==> src/logic/lcdpip_pkg.sv <==
/*
 Package of the parallel instruction port: field positions, opcodes,
 reset values, timing figures and the state record.
 Assumes a single 200 MHz clock domain.
*/
package lcdpip_pkg;
    localparam int MEM_DEPTH = 80;
    localparam int ADDR_W = 7;
    localparam logic [6:0] ADDR_LAST = 7'h4F;
    localparam logic [6:0] ADDR_ZERO = 7'h00;
    localparam logic [7:0] BLANK_CHAR = 8'h20;
    // Instruction opcode positions
    localparam int OP_SET_DISPLAY_MEMORY = 7;
    localparam int OP_SET_GLYPH_MEMORY = 6;
    localparam int OP_FUNC = 5;
    localparam int OP_SHIFT = 4;
    localparam int OP_DISPCTL = 3;
    localparam int OP_ENTRY = 2;
    localparam int OP_HOME = 1;
    // Field positions
    localparam int FS_WIDTH8 = 4;
    localparam int FS_TWO_LINE = 2;
    localparam int FS_VOLT = 0;
    localparam int DC_DISP = 2;
    localparam int DC_CURS = 1;
    localparam int EM_INC = 1;
    localparam int EM_SHIFT = 0;
    localparam int SH_DISP = 3;
    localparam int SH_RIGHT = 2;
    localparam logic [5:0] CG_ADDR_MASK = 6'h3F;
    // Oscillator start-up after power-down
    localparam int T_OSC_START_US = 300;
    localparam int CLK_MHZ = 200;
    localparam int OSC_START_CYC = T_OSC_START_US * CLK_MHZ;

    typedef enum logic [1:0] {
        LCDPIP_IDLE = 2'b00,
        LCDPIP_CLEAR = 2'b01,
        LCDPIP_RUN = 2'b10
    } lcdpip_state_t;

    typedef struct packed {
        logic [7:0] data;
        logic reg_sel;
        logic strobe;
    } lcdpip_bus_t;

    typedef struct packed {
        logic width8;
        logic two_line;
        logic volt_opt;
        logic disp_on;
        logic cursor_on;
        logic incr;
        logic shift_en;
        logic sel_glyph;
        logic [6:0] addr;
        logic [6:0] window;
        logic [5:0] glyph_addr;
    } lcdpip_cfg_t;

    typedef struct packed {
        lcdpip_state_t state;
        logic nib_half;
        logic [3:0] nib_hi;
        logic [6:0] clr_addr;
        logic mem_we;
        logic [6:0] mem_wa;
        logic [7:0] mem_wd;
        logic glyph_we;
        logic [5:0] glyph_wa;
        logic osc_ready;
        logic [15:0] osc_cnt;
        lcdpip_cfg_t cfg;
    } lcdpip_st_t;
endpackage

==> src/logic/lcdpip_port.sv <==
/*
 Instruction and data port of a character display controller.
 Assumes the host strobe is synchronous and one cycle long per access.
*/
// Operation
// - Device comes up in 8-bit width after power-on reset.
// - In 4-bit width each transfer is upper nibble then lower nibble.
// - Function set bit 4 selects 8-bit; zero low bits: 1-line, default voltage.
// - Display control bits 2 and 1 turn on display and cursor; memory starts blank.
// - Entry mode bit 1 increments address and moves cursor right per write.
// - Entry mode bit 0 shifts whole display by one each display memory write.
// - Shift bit 3 selects display or cursor, bit 2 selects right or left.
// - Return home puts cursor and window back to address zero.
// - Data write stores byte in display memory, selected after power-on.
// - Display memory holds 80 character codes.
// - Display shifts move the window and step the address, never stored contents.
`timescale 1ns/1ps
`default_nettype none
module lcdpip_port #(
    parameter int OSC_CYC = lcdpip_pkg::OSC_START_CYC
) (
    // Clock and reset
    input wire logic i_clk,
    input wire logic i_reset_n,
    // Host bus
    input wire lcdpip_pkg::lcdpip_bus_t i_bus,
    input wire logic i_power_down_pin,
    // Display side
    input wire logic [6:0] i_rd_addr,
    output logic [7:0] o_rd_data,
    output lcdpip_pkg::lcdpip_cfg_t o_cfg,
    output logic o_busy,
    output logic o_osc_ready
);
    import lcdpip_pkg::*;

    lcdpip_st_t st_r;
    lcdpip_st_t st_nxt;
    logic [7:0] display_memory [MEM_DEPTH];
    logic [7:0] glyph_memory [64];
    logic [7:0] rd_r;
    logic [7:0] cmd;
    logic take;

    function automatic logic [6:0] step_addr(input logic [6:0] a, input logic up);
        if (up) begin
            return (a == ADDR_LAST) ? ADDR_ZERO : 7'(a + 7'h01);
        end
        return (a == ADDR_ZERO) ? ADDR_LAST : 7'(a - 7'h01);
    endfunction

    always_comb begin
        st_nxt = st_r;
        st_nxt.mem_we = 1'b0;
        st_nxt.glyph_we = 1'b0;
        take = 1'b0;
        cmd = i_bus.data;
        // Oscillator start after power-down
        if (i_power_down_pin) begin
            st_nxt.osc_ready = 1'b0;
            st_nxt.osc_cnt = '0;
        end else if (!st_r.osc_ready) begin
            if (32'(st_r.osc_cnt) >= OSC_CYC - 1) begin
                st_nxt.osc_ready = 1'b1;
            end else begin
                st_nxt.osc_cnt = 16'(st_r.osc_cnt + 16'h0001);
            end
        end
        case (st_r.state)
            LCDPIP_IDLE: begin
                st_nxt.clr_addr = ADDR_ZERO;
                st_nxt.state = LCDPIP_CLEAR;
            end
            LCDPIP_CLEAR: begin
                st_nxt.mem_we = 1'b1;
                st_nxt.mem_wa = st_r.clr_addr;
                st_nxt.mem_wd = BLANK_CHAR;
                st_nxt.clr_addr = 7'(st_r.clr_addr + 7'h01);
                if (st_r.clr_addr == ADDR_LAST) begin
                    st_nxt.state = LCDPIP_RUN;
                end
            end
            LCDPIP_RUN: begin
                if (i_bus.strobe) begin
                    if (st_r.cfg.width8) begin
                        take = 1'b1;
                    end else if (!st_r.nib_half) begin
                        st_nxt.nib_hi = i_bus.data[7:4];
                        st_nxt.nib_half = 1'b1;
                    end else begin
                        cmd = {st_r.nib_hi, i_bus.data[7:4]};
                        st_nxt.nib_half = 1'b0;
                        take = 1'b1;
                    end
                end
            end
            default: st_nxt.state = LCDPIP_IDLE;
        endcase
        if (take) begin
            if (i_bus.reg_sel) begin
                if (st_r.cfg.sel_glyph) begin
                    st_nxt.glyph_we = 1'b1;
                    st_nxt.glyph_wa = st_r.cfg.glyph_addr;
                    st_nxt.mem_wd = cmd;
                    st_nxt.cfg.glyph_addr = 6'(st_r.cfg.glyph_addr + 6'h01);
                end else begin
                    st_nxt.mem_we = 1'b1;
                    st_nxt.mem_wa = st_r.cfg.addr;
                    st_nxt.mem_wd = cmd;
                    st_nxt.cfg.addr = step_addr(st_r.cfg.addr, st_r.cfg.incr);
                    if (st_r.cfg.shift_en) begin
                        st_nxt.cfg.window = step_addr(st_r.cfg.window, st_r.cfg.incr);
                    end
                end
            end else if (cmd[OP_SET_DISPLAY_MEMORY]) begin
                st_nxt.cfg.sel_glyph = 1'b0;
                st_nxt.cfg.addr = (cmd[6:0] > ADDR_LAST) ? ADDR_ZERO : cmd[6:0];
            end else if (cmd[OP_SET_GLYPH_MEMORY]) begin
                st_nxt.cfg.sel_glyph = 1'b1;
                st_nxt.cfg.glyph_addr = cmd[5:0] & CG_ADDR_MASK;
            end else if (cmd[OP_FUNC]) begin
                st_nxt.cfg.width8 = cmd[FS_WIDTH8];
                st_nxt.cfg.two_line = cmd[FS_TWO_LINE];
                st_nxt.cfg.volt_opt = cmd[FS_VOLT];
                st_nxt.nib_half = 1'b0;
            end else if (cmd[OP_SHIFT]) begin
                st_nxt.cfg.addr = step_addr(st_r.cfg.addr, cmd[SH_RIGHT]);
                if (cmd[SH_DISP]) begin
                    st_nxt.cfg.window = step_addr(st_r.cfg.window, !cmd[SH_RIGHT]);
                end
            end else if (cmd[OP_DISPCTL]) begin
                st_nxt.cfg.disp_on = cmd[DC_DISP];
                st_nxt.cfg.cursor_on = cmd[DC_CURS];
            end else if (cmd[OP_ENTRY]) begin
                st_nxt.cfg.incr = cmd[EM_INC];
                st_nxt.cfg.shift_en = cmd[EM_SHIFT];
            end else if (cmd[OP_HOME]) begin
                st_nxt.cfg.addr = ADDR_ZERO;
                st_nxt.cfg.window = ADDR_ZERO;
                st_nxt.cfg.sel_glyph = 1'b0;
            end
        end
    end

    always_ff @(posedge i_clk or negedge i_reset_n) begin
        if (!i_reset_n) begin
            st_r <= '0;
            st_r.state <= LCDPIP_IDLE;
            st_r.cfg.width8 <= 1'b1;
            st_r.cfg.incr <= 1'b1;
            st_r.osc_ready <= 1'b0;
        end else begin
            st_r <= st_nxt;
        end
    end

    always_ff @(posedge i_clk) begin
        if (st_r.mem_we) begin
            display_memory[st_r.mem_wa] <= st_r.mem_wd;
        end
        if (st_r.glyph_we) begin
            glyph_memory[st_r.glyph_wa] <= st_r.mem_wd;
        end
        rd_r <= (i_rd_addr > ADDR_LAST) ? BLANK_CHAR : display_memory[i_rd_addr];
    end

    always_ff @(posedge i_clk or negedge i_reset_n) begin
        if (!i_reset_n) begin
            o_rd_data <= '0;
            o_cfg <= '0;
            o_busy <= 1'b1;
            o_osc_ready <= 1'b0;
        end else begin
            o_rd_data <= rd_r;
            o_cfg <= st_r.cfg;
            o_busy <= (st_r.state != LCDPIP_RUN);
            o_osc_ready <= st_r.osc_ready;
        end
    end

    // width stays 8-bit until function set
    a_width_reset: assert property (@(posedge i_clk) disable iff (!i_reset_n)
        (st_r.state != LCDPIP_RUN) |-> st_r.cfg.width8)
        else $error("width not 8-bit before run");
    a_nibble_pair: assert property (@(posedge i_clk) disable iff (!i_reset_n)
        (st_r.state == LCDPIP_RUN && !st_r.cfg.width8 && st_r.nib_half && i_bus.strobe)
        |=> !st_r.nib_half)
        else $error("nibble pair not closed");
    a_single_access: assert property (@(posedge i_clk) disable iff (!i_reset_n)
        (st_r.state == LCDPIP_RUN && st_r.cfg.width8 && i_bus.strobe && !i_bus.reg_sel
        && i_bus.data[7:5] == 3'b001) |=> (st_r.cfg.width8 == $past(i_bus.data[FS_WIDTH8])))
        else $error("function set width not applied");
    a_home_zero: assert property (@(posedge i_clk) disable iff (!i_reset_n)
        (take && !i_bus.reg_sel && cmd == 8'h02) |=> (st_r.cfg.addr == ADDR_ZERO
        && st_r.cfg.window == ADDR_ZERO))
        else $error("home did not zero address");
    a_addr_step: assert property (@(posedge i_clk) disable iff (!i_reset_n)
        (take && i_bus.reg_sel && !st_r.cfg.sel_glyph && st_r.cfg.incr
        && st_r.cfg.addr != ADDR_LAST) |=> (st_r.cfg.addr == $past(st_r.cfg.addr) + 7'h01))
        else $error("address not incremented");
    a_shift_nowrite: assert property (@(posedge i_clk) disable iff (!i_reset_n)
        (take && !i_bus.reg_sel && cmd[7:4] == 4'h1) |=> !st_r.mem_we)
        else $error("shift wrote memory");
    a_addr_range: assert property (@(posedge i_clk) disable iff (!i_reset_n)
        st_r.cfg.addr <= ADDR_LAST)
        else $error("address beyond memory");
    a_data_store: assert property (@(posedge i_clk) disable iff (!i_reset_n)
        (take && i_bus.reg_sel && !st_r.cfg.sel_glyph) |=> (st_r.mem_we
        && st_r.mem_wd == $past(cmd)))
        else $error("data not stored");
    a_clear_blank: assert property (@(posedge i_clk) disable iff (!i_reset_n)
        (st_r.state == LCDPIP_CLEAR) |=> (st_r.mem_we && st_r.mem_wd == BLANK_CHAR))
        else $error("clear pass not blank");
    a_clear_step: assert property (@(posedge i_clk) disable iff (!i_reset_n)
        (st_r.state == LCDPIP_CLEAR && st_r.clr_addr != ADDR_LAST) |=> (st_r.state == LCDPIP_CLEAR
        && st_r.clr_addr == $past(st_r.clr_addr) + 7'h01))
        else $error("clear pass skipped a cell");
    // clear pass ends at last cell
    a_clear_end: assert property (@(posedge i_clk) disable iff (!i_reset_n)
        (st_r.state == LCDPIP_CLEAR && st_r.clr_addr == ADDR_LAST)
        |=> (st_r.state == LCDPIP_RUN))
        else $error("clear pass did not end");
    a_busy_clear: assert property (@(posedge i_clk) disable iff (!i_reset_n)
        (st_r.state != LCDPIP_RUN) |=> o_busy)
        else $error("not busy during clear");
    // width changes only on a transfer
    a_width_hold: assert property (@(posedge i_clk) disable iff (!i_reset_n)
        !take |=> $stable(st_r.cfg.width8))
        else $error("width changed without transfer");
    a_nibble_hold: assert property (@(posedge i_clk) disable iff (!i_reset_n)
        (st_r.state == LCDPIP_RUN && !st_r.cfg.width8 && !st_r.nib_half && i_bus.strobe)
        |-> !take)
        else $error("first nibble executed");
    a_nibble_latch: assert property (@(posedge i_clk) disable iff (!i_reset_n)
        (st_r.state == LCDPIP_RUN && !st_r.cfg.width8 && !st_r.nib_half && i_bus.strobe)
        |=> (st_r.nib_half && st_r.nib_hi == $past(i_bus.data[7:4])))
        else $error("upper nibble not latched");
    // function set applies width and options
    a_func_apply: assert property (@(posedge i_clk) disable iff (!i_reset_n)
        (take && !i_bus.reg_sel && cmd[7:5] == 3'b001)
        |=> (st_r.cfg.width8 == $past(cmd[FS_WIDTH8])
        && st_r.cfg.two_line == $past(cmd[FS_TWO_LINE])
        && st_r.cfg.volt_opt == $past(cmd[FS_VOLT])))
        else $error("function set not applied");
    a_disp_apply: assert property (@(posedge i_clk) disable iff (!i_reset_n)
        (take && !i_bus.reg_sel && cmd[7:3] == 5'b00001) |=> (st_r.cfg.disp_on
        == $past(cmd[DC_DISP]) && st_r.cfg.cursor_on == $past(cmd[DC_CURS])))
        else $error("display control not applied");
    // entry mode sets step and shift
    a_entry_apply: assert property (@(posedge i_clk) disable iff (!i_reset_n)
        (take && !i_bus.reg_sel && cmd[7:2] == 6'b000001) |=> (st_r.cfg.incr
        == $past(cmd[EM_INC]) && st_r.cfg.shift_en == $past(cmd[EM_SHIFT])))
        else $error("entry mode not applied");
    a_window_hold: assert property (@(posedge i_clk) disable iff (!i_reset_n)
        (take && i_bus.reg_sel && !st_r.cfg.shift_en) |=> $stable(st_r.cfg.window))
        else $error("window moved without shift");
    a_entry_shift: assert property (@(posedge i_clk) disable iff (!i_reset_n)
        (take && i_bus.reg_sel && !st_r.cfg.sel_glyph && st_r.cfg.shift_en && st_r.cfg.incr
        && st_r.cfg.window != ADDR_LAST) |=> (st_r.cfg.window == $past(st_r.cfg.window) + 7'h01))
        else $error("window not shifted on write");
    a_cursor_only: assert property (@(posedge i_clk) disable iff (!i_reset_n)
        (take && !i_bus.reg_sel && cmd[7:3] == 5'b00010) |=> $stable(st_r.cfg.window))
        else $error("cursor shift moved window");
    a_cursor_right: assert property (@(posedge i_clk) disable iff (!i_reset_n)
        (take && !i_bus.reg_sel && cmd[7:4] == 4'h1 && cmd[SH_RIGHT]
        && st_r.cfg.addr != ADDR_LAST) |=> (st_r.cfg.addr == $past(st_r.cfg.addr) + 7'h01))
        else $error("right shift did not step address");
    a_glyph_keep: assert property (@(posedge i_clk) disable iff (!i_reset_n)
        (take && i_bus.reg_sel && st_r.cfg.sel_glyph) |=> (!st_r.mem_we && $stable(st_r.cfg.addr)))
        else $error("glyph write touched display memory");
    a_set_addr: assert property (@(posedge i_clk) disable iff (!i_reset_n)
        (take && !i_bus.reg_sel && cmd[OP_SET_DISPLAY_MEMORY]) |=> !st_r.cfg.sel_glyph)
        else $error("display memory not selected");
endmodule
`default_nettype wire

==> config.mk <==
export PLATFORM = sky130hd
export DESIGN_NAME = lcdpip_port
export DESIGN_NICKNAME = d
export VERILOG_FILES = /design/src/logic/lcdpip_pkg.sv /design/src/logic/lcdpip_port.sv
export SDC_FILE = /design/constraint.sdc
export NUM_CORES = 1
export LEC_CHECK = 0
export ABC_AREA = 1
export BUFFER_PORTS_ARGS = -buffer_cell sky130_fd_sc_hd__buf_2
export CAP_MARGIN = 0
export CORE_UTILIZATION = 60
export CTS_BUF_LIST = sky130_fd_sc_hd__clkbuf_8
export DETAILED_ROUTE_END_ITERATION = 10
export PLACE_DENSITY_LB_ADDON = 0.25
export SLEW_MARGIN = 10
export SYNTH_ARGS = -nofsm -noshare
export SYNTH_HDL_FRONTEND = slang
export SYNTH_SLANG_ARGS = --single-unit
==> constraint.sdc <==
create_clock -name i_clk -period 2.8 [get_ports i_clk]
set_clock_uncertainty 0.05 [all_clocks]
set_input_delay 0.14 -clock i_clk [delete_from_list [all_inputs] [get_ports i_clk]]
set_output_delay 0.14 -clock i_clk [all_outputs]
set_load 0.1 [all_outputs]
# ---- Word level (Yosys, flattened, before mapping)
# Memories as Yosys holds them, arrays and structs flattened. A register that Yosys moved wholly into a read port is not among the register bits.
# Cells that the tools add are included.
dict set report classes {
  eq_ne 31
  n_addsub 7
  n_reduce_logical 16
  n_mux 91
  bitwise_logic 8
  order_cmp 3
}
# op count
set op_table {}
lappend op_table {{17-bit two-way mux} 9}
lappend op_table {{7-bit two-way mux} 16}
lappend op_table {{8-bit two-way mux} 6}
lappend op_table {{23-bit two-way mux} 2}
lappend op_table {{15-bit two-way mux} 3}
lappend op_table {{14-bit two-way mux} 3}
lappend op_table {{1-bit two-way mux} 38}
lappend op_table {{16-bit two-way mux} 2}
lappend op_table {{5-bit inequality test (second input constant)} 6}
lappend op_table {{7-bit by 1-bit adder with 7-bit output (second input constant)} 3}
lappend op_table {{7-bit equality test (second input constant)} 3}
lappend op_table {{7-bit AND reduction} 3}
lappend op_table {{20-bit two-way mux} 1}
lappend op_table {{16-bit by 1-bit adder with 16-bit output (second input constant)} 1}
lappend op_table {{16-bit >= comparator (second input constant)} 1}
lappend op_table {{2-bit inequality test (second input constant)} 8}
lappend op_table {{5-bit two-way mux} 3}
lappend op_table {{7-bit greater-than comparator (second input constant)} 2}
lappend op_table {{7-bit logical NOT} 2}
lappend op_table {{7-bit inequality test (second input constant)} 2}
lappend op_table {{7-bit case mux with 2 select lines} 1}
lappend op_table {{7-bit by 1-bit subtractor with 7-bit output (second input constant)} 2}
lappend op_table {{13-bit two-way mux} 1}
lappend op_table {{6-bit two-way mux} 2}
lappend op_table {{other kinds (20)} 36}
dict set report word_totals {
  ff_bits 119
  output_inout_bits 38
  ram_bits 640
  inputBits 20
  memories 1
}
# memory words word_bits read_ports rd_clocked_by_memory_dff wr line_no
set mem_list {}
lappend mem_list {display_memory 80 8 1 1 1 lcdpip_port.sv:39} ;# logic [7:0] display_memory [MEM_DEPTH];

# ---- Logic depth before layout (Yosys ltp)
# Gate-level depths: netlist (run 1).
dict set report depth {
  ltp_word 19
  depth_mapped 14
}

# ---- Worst setup path before layout (run 1)
# No wires, ideal clock.
dict set report synth_path {
  path_kind {reg2reg}
  from {reg st_r[66] in the netlist's numbering}
  to {mem display_memory[38][0], enable pin}
  path_stages_with_launch 4
  slack_ns 0.645
  period_less_slack_ns 2.155
  setup_ns 0.395
  path_buffers 0
  arrival_time_ns 1.711
  cell_sequence {dfrtp_1 > nor2_1 > nand3_1 > nor4_1}
}
# item line_no
set synth_lines {}
lappend synth_lines {{start: declaration} lcdpip_port.sv:37} ;# lcdpip_st_t st_r;
lappend synth_lines {{start signal: assignment} lcdpip_port.sv:153} ;# st_r <= st_nxt;
lappend synth_lines {{end: declaration} lcdpip_port.sv:39}
# No word-level cell before the write port.

# ---- Worst setup path in the final report (run 1)
dict set report layout_path {
  from {reg st_r[27] in the netlist's numbering}
  to {reg st_r[22] in the netlist's numbering}
}
dict set report layout_between {
  elab_chain_len 11
}
# item line_no
set layout_lines {}
lappend layout_lines {{8-bit two-way mux} lcdpip_port.sv:85} ;# if (st_r.cfg.width8) begin
lappend layout_lines {{8-bit two-way mux} lcdpip_port.sv:84} ;# if (i_bus.strobe) begin
lappend layout_lines {{8-bit two-way mux} lcdpip_port.sv:69} ;# case (st_r.state)
lappend layout_lines {{2-bit two-way mux} lcdpip_port.sv:134} ;# end else if (cmd[OP_ENTRY]) begin
lappend layout_lines {{17-bit two-way mux} lcdpip_port.sv:131} ;# end else if (cmd[OP_DISPCTL]) begin
lappend layout_lines {{17-bit two-way mux} lcdpip_port.sv:126} ;# end else if (cmd[OP_SHIFT]) begin
lappend layout_lines {{17-bit two-way mux} lcdpip_port.sv:121} ;# end else if (cmd[OP_FUNC]) begin
lappend layout_lines {{17-bit two-way mux} lcdpip_port.sv:118} ;# end else if (cmd[OP_SET_GLYPH_MEMORY]) begin
lappend layout_lines {{17-bit two-way mux} lcdpip_port.sv:115} ;# end else if (cmd[OP_SET_DISPLAY_MEMORY]) begin
lappend layout_lines {{17-bit two-way mux} lcdpip_port.sv:100} ;# if (i_bus.reg_sel) begin
lappend layout_lines {{17-bit two-way mux} lcdpip_port.sv:99} ;# if (take) begin
# Parallel ways exist; a longest one is shown, timed or not. The select of a mux whose other input is x is not followed.
# A chain may end at the register's enable or synchronous reset.

==> results of run 1 <==
==> power by group <==
group / total (W) / internal (W) / switching [W]
clock network: 0.00883 / 0.00463 / 0.00420
logic: 0.00124 / 0.000342 / 0.000896
registers: 0.0122 / 0.0122 / 0.0000183
total: 0.0222 / 0.0171 / 0.00512
==> worst max-delay path, delay by kind of cell, from the launching register on <==
family	cells	cell delay [ps]
and+or+nand+nor	8	850
AOI/OAI and AO/OA	1	50
buffers and inverters	5	1010
DFF	1	550
==> layer usage <==
metal	GRT usage, %	vias up	share of wire (%)
met4	10.56	2	2.5
li1	-	11030	-
met5	0	-	0.017
met2	47.35	1200	47
met3	5.208	155	9.1
met1	42.13	11340	41
==> through the flow <==
stage / worst slack (ps) / power [W] / instances / instance area [um^2] / hold WS, ps
2_1_floorplan: 644.8 / 0.01321 / 3153 / 32800 / -205.6
3_3_place_gp: 557.2 / 0.01358 / 3870 / 34400 / 81.60
3_5_place_dp: 489.2 / 0.01360 / 3870 / 34400 / 94.62
4_1_cts: 158.5 / 0.02235 / 4099 / 36890 / 6.375
5_1_grt: 76.47 / 0.02297 / 4105 / 36940 / 68.44
6_report: 224.6 / 0.02225 / 4107 / 36940 / 56.10
==> state kept, by name (all words and copies together) (netlist names) <==
name and count:
o_cfg 28, rd_r 8, o_busy 1, o_rd_data 8
o_osc_ready 1, st_r 75, display_memory 640
==> final timing paths <==
path	end	slack [ps]	cells past startpoint
min in group asynchronous	o_busy$_DFF_PN1_	450	3
hold / removal	rd_r[4]$_SDFF_PN0_	60	7
setup / recovery	st_r[22]$_DFFE_PN1P_	220	14
setup reg to reg	st_r[22]$_DFFE_PN1P_	220	14
hold reg to reg	o_rd_data[0]$_DFF_PN0_	270	0
max in group asynchronous	st_r[59]$_DFF_PN0_	1750	4
==> cell families after synthesis <==
logic type	synth area share, %
DFF	67.71
adders and majority gates	0.3814
buffers and inverters	4.657
xor gates and xnor gates	0.4005
and+or+nand+nor	22.63
AOI/OAI and AO/OA	4.230
==> synth_stat cells (all sizes together) <==
cell type | instances | area (um^2)
ha | 10 | 125.1
dfstp | 3 | 78.83
a31o | 1 | 8.760
clkbuf | 57 | 214.0
clkinv | 4 | 15.01
o21bai | 4 | 33.78
xor2 | 13 | 113.9
nor2 | 328 | 1302
edfxtp | 640 | 19220
o2111ai | 1 | 8.760
nand3b | 2 | 15.01
o21ai | 171 | 878.4
o21a | 2 | 15.01
o221ai | 7 | 61.31
a21boi | 1 | 7.510
a21oi | 24 | 120.1
nor4 | 5 | 31.28
buf | 100 | 510.5
a31oi | 3 | 18.77
inv | 210 | 788.3
o31ai | 1 | 7.510
nor3b | 4 | 30.03
nand3 | 454 | 2310
nand4 | 17 | 106.4
or2 | 2 | 12.51
and3 | 1 | 6.260
xnor2 | 2 | 17.52
nand2 | 923 | 3527
o211ai | 25 | 187.7
dfrtp | 110 | 2753
o22ai | 5 | 31.28
a22o | 1 | 8.760
dfxtp | 8 | 160.2
nor3 | 14 | 81.33
==> area by class of cell <==
| type | count | area [um^2] |
|---|---|---|
| antenna | 3 | 7.507 |
| tap | 696 | 870.8 |
| timing repair buffer | 208 | 1744 |
| multi-input combinational | 2021 | 9066 |
| clock buffer | 128 | 1762 |
| clock inverter | 76 | 460.4 |
| inverter | 214 | 813.3 |
| sequential | 761 | 22220 |
| fill | 3940 | 16980 |
==> what timing repair did <==
| item | 4_1_cts | 5_1_grt |
|---|---|---|
| setup buffers | 0 | 5 |
| setup endpoints to repair | 0 | 1 |
| hold buffers | 25 | 0 |
| endpoints found under the hold margin | 174 | 0 |
| gates resized for setup | 0 | 0 |
==> metrics.txt, run 1 <==
combined area of all synthesized cells 32800 um^2; Slew headroom 41.95%; most frequent standard cell in the layout excluding fill and tap cells sky130_fd_sc_hd__nand2_1; Die X-Extent 235.8 um; growth of design area from synthesis to finish 12.62%; cell with the largest stage delay on the worst path sky130_fd_sc_hd__dfstp_2; First DRT Iteration DRCs 2481; number of slew-limit violations in the final report 0; Final Util 68.52%; result of the run finished clean; Required @ worst endpoint 3390 ps; Final HPWL DP 49950 um; number of antenna violations at the first check in global routing 3; count of input and output buffers 57; path class of the lowest-slack min-delay path in2reg; wire per inst 19.86 um; Global Route Usage Sum 29.91%; sequential-to-total area share from yosys stat 67.71%; mean area per synthesized cell 10.40 um^2; Num CTS Buffers 116; Maximum Capacitance Violations 0; leakage power 14.55 nW; global-route congestion overflow total 0; PwrDens 602.2 nW/um^2; total I/O pin count 58; floorplan core area 53920 um^2; root buffer cell sky130_fd_sc_hd__clkbuf_8; height of the chip 235.8 um; Max Fanout on Critical Path 9; insertion delay to the later sink of the worst-skew pair 730 ps; Setup-failing EPs final 0; effective utilization at floorplan 60.84%; cell breakdown of the critical path inv_1 > nand2_4 > nor2_4 > buf_12 > buf_4 > nand2_4 > nand2_4 > nor2_4 > nand2_2 > inv_1 > nand3_1 > nand2_1 > o21ai_1 > dlygate4sd3_1; startpoint kind of the worst setup timing path flip-flop; layout cells sized above 1 11.71%; CTS tree built; pin count of the biggest net entering global routing 135; total number of vias 23730; fmax 388.3 MHz; start point of the worst min-delay path i_rd_addr[0]; wirelength, routed 81570 um; DRC violation count after routing 0; number of standard-cell rows in the floorplan 85; data arrival time of the critical path 3170 ps; flops & latches, synth 761; Bufs on Longest Clock Path 3; post-route antenna net violation count 0; post-layout minimum cycle time 2575 ps; setup repair after global routing missed its margin false; CP Class reg2reg; via count of the first global-routing pass 22950; final net count 3352; Yosys warnings 0; crit path from st_r[27]$_DFFE_PN1P_; startpoint of the most critical register-to-register path st_r[27]$_DFFE_PN1P_; syn nets 3183; count of final hold-check violations 0; commonest cells after routing, fill and taps aside sky130_fd_sc_hd__nand2_1 (906), sky130_fd_sc_hd__edfxtp_1 (640), sky130_fd_sc_hd__nand3_1 (451); CP max stage delay 550 ps; routability congestion estimate 0.8923; clock-pin slew reported for the worst setup and hold paths after clock tree synthesis 60 ps; number of search-and-repair iterations in the first detailed-routing pass 6; Vias/cell 5.777; Syn Inst Count 3153; number of clock sinks 761; wire length of the first global-routing pass 128200 um; Setup crit end kind flip-flop; final worst path period share 91.98%; area of the die 55610 um^2; worst voltage drop across the vdd grid 0.4730 mV; Unique masters post-synth 48; Total Neg Setup Slack 0 ps; maximum level of the CTS H-tree 3; Top cell by count, worst path sky130_fd_sc_hd__nand2_4; slew at the pin closest to its max-slew limit 870.8 ps
Power figures use the tool's default switching activity.
==> run 2: changes to the inputs <==
--- a/config.mk
+++ b/config.mk
@@ -12,6 +12,7 @@
 export CTS_BUF_LIST = sky130_fd_sc_hd__clkbuf_8
 export DETAILED_ROUTE_END_ITERATION = 10
 export PLACE_DENSITY_LB_ADDON = 0.25
+export REMOVE_ABC_BUFFERS = 1
 export SLEW_MARGIN = 10
 export SYNTH_ARGS = -nofsm -noshare
 export SYNTH_HDL_FRONTEND = slang
==> metrics.txt, run 2 (synthesis results as in run 1) <==
result of the run finished clean; root buffer cell sky130_fd_sc_hd__clkbuf_8; area of the die 55610 um^2; Final HPWL DP 48820 um; part of the power in combinational logic 5.6%; CP max stage delay 570 ps; pin count of the biggest net entering global routing 130; number of search-and-repair iterations in the first detailed-routing pass 8; wire per inst 19.87 um; via count of the first global-routing pass 23160; global-route congestion overflow total 0; slew at the pin closest to its max-slew limit 900.4 ps; Vias/cell 5.783; register with the most flip-flops display_memory; cell with the largest stage delay on the worst path sky130_fd_sc_hd__dlygate4sd3_1; layout cells sized above 1 10.90%; most frequent standard cell in the layout excluding fill and tap cells sky130_fd_sc_hd__nand2_1; post-layout instance count excluding filler cells 4102; number of standard-cell rows in the floorplan 85; floorplan core area 53920 um^2; fmax 395.9 MHz; Filler Cell Count 3971; Psw 0.005119 W; data arrival time of the critical path 3130 ps; total I/O pin count 58; First DRT Iteration DRCs 2417; total internal power 0.01711 W; Total Neg Setup Slack 0 ps; Setup crit end kind flip-flop; CP Class in2reg; wire length of the first global-routing pass 126600 um; post-cts repair resize count 0; post-route antenna net violation count 0; Num CTS Buffers 116; Setup-failing EPs final 0; maximum level of the CTS H-tree 3; worst voltage drop across the vdd grid 0.5036 mV; Top cell by count, worst path sky130_fd_sc_hd__nand2_1; Slew headroom 39.75%; insertion delay to the later sink of the worst-skew pair 720 ps; routability congestion estimate 0.8782; effective utilization at floorplan 60.84%; growth of design area from synthesis to finish 12.45%; setup repair after global routing missed its margin false; total number of vias 23720; post-layout minimum cycle time 2526 ps; Final Util 68.41%; number of placed instances, taps included 3862; Die X-Extent 235.8 um; clock share of power 39.6%; flip-flop count of the largest register, all copies and words added 640; path class of the lowest-slack min-delay path in2reg; commonest cells after routing, fill and taps aside sky130_fd_sc_hd__nand2_1 (906), sky130_fd_sc_hd__edfxtp_1 (640), sky130_fd_sc_hd__nand3_1 (451); wirelength, routed 81490 um; clock-pin slew reported for the worst setup and hold paths after clock tree synthesis 60 ps; relative contribution of sequential cells to total power 54.8%; largest registers display_memory: 640 flops, st_r: 75 flops, o_cfg: 28 flops; Required @ worst endpoint 3400 ps; number of clock sinks 761; switching part of the total 23.03%; count of final hold-check violations 0; number of antenna violations at the first check in global routing 2; Global Route Usage Sum 29.59%; Bufs on Longest Clock Path 3; cell breakdown of the critical path buf_8 > inv_8 > buf_12 > nand2_1 > nand3_1 > nand3_1 > nand2_1 > nand2_1 > nand3_1 > nand2_1 > dlygate4sd3_1 > nor2_1 > nor2_1 > nor2_1 > dlygate4sd3_1; final net count 3339; startpoint kind of the worst setup timing path primary input; PwrDens 602.6 nW/um^2; Max Fanout on Critical Path 63; CTS tree built; DRC violation count after routing 0; final worst path period share 90.21%; height of the chip 235.8 um; Maximum Capacitance Violations 0; number of slew-limit violations in the final report 0; leakage power 14.50 nW; count of input and output buffers 57
-- run 2: cell types whose count changed in the layout (fill, tap and decap cells not counted) --
cell,change
sky130_fd_sc_hd__buf_4,-17
sky130_fd_sc_hd__clkinv_1,+15
sky130_fd_sc_hd__clkinv_2,-10
sky130_fd_sc_hd__inv_1,+9
sky130_fd_sc_hd__clkbuf_8,-8
sky130_fd_sc_hd__buf_12,+4
sky130_fd_sc_hd__bufinv_16,+2
sky130_fd_sc_hd__clkinv_8,-1
sky130_fd_sc_hd__clkinvlp_4,+1
sky130_fd_sc_hd__diode_2,-1
sky130_fd_sc_hd__inv_8,+1
-- run 2: layout make-up --
class	instances	area, um^2	area share [%]
antenna	2	5.005	0.01357
clock buffer	120	1652	4.477
clock inverter	93	563.0	1.526
inverter	214	813.3	2.205
multi-input combinational	2021	9066	24.58
sequential	761	22220	60.24
tap	696	870.8	2.361
timing repair buffer	195	1697	4.600
-- run 2: metrics by stage --
| stage | area (um^2) | hold slack, ps | setup slack, ps | power (W) |
|---|---|---|---|---|
| after detailed placement | 34410 | 213.1 | 501.4 | 0.01360 |
| after floorplan | 32080 | -205.6 | -585.7 | 0.01309 |
| final | 36890 | 58.21 | 274.0 | 0.02223 |
| after global routing | 36890 | 85.57 | 164.9 | 0.02294 |
| after global placement | 34410 | 207.7 | 496.3 | 0.01358 |
| after CTS | 36880 | 6.123 | 361.3 | 0.02232 |
-- run 2: power by group through the flow --
stage	Clock (W)	Combinational, W	Sequential [W]
floorplan	0	0.000599	0.0125
global placement	0	0.00118	0.0124
detailed placement	0	0.00120	0.0124
CTS	0.00891	0.00123	0.0122
global route	0.00941	0.00136	0.0122
finish	0.00881	0.00125	0.0122
-- run 2: worst paths after layout --
path / slack, ps / startpoint / endpoint / depth (start not counted)
max in group asynchronous: 1540 / i_reset_n / o_busy$_DFF_PN1_ / 4
worst max-delay path: 270 / i_rd_addr[0] / rd_r[3]$_SDFF_PN0_ / 15
worst min register to register: 280 / rd_r[2]$_SDFF_PN0_ / o_rd_data[2]$_DFF_PN0_ / 0
worst max register to register: 280 / display_memory[49][3]$_DFFE_PP_ / rd_r[3]$_SDFF_PN0_ / 12
worst min-delay path: 60 / i_rd_addr[4] / rd_r[4]$_SDFF_PN0_ / 6
min in group asynchronous: 440 / i_reset_n / st_r[66]$_DFF_PN0_ / 3
-- run 2: critical path, delay by kind of cell --
kind	cells	cell delay [ps]
buf+inv	5	1930
simple gates	10	970
-- run 2: timing repair --
action                                 in CTS  in global routing
endpoints found under the hold margin     169                  0
buffers inserted                            0                  0
hold buffers                               25                  0
-- run 2: layer usage --
metal | vias up | GRT usage, % | wire length [um]
li1 | 11020 | - | -
met1 | 11380 | 40.22 | 32550
met2 | 1167 | 47.59 | 38960
met3 | 162 | 5.641 | 7706
met4 | 0 | 11.45 | 2272
met5 | - | 0 | 0
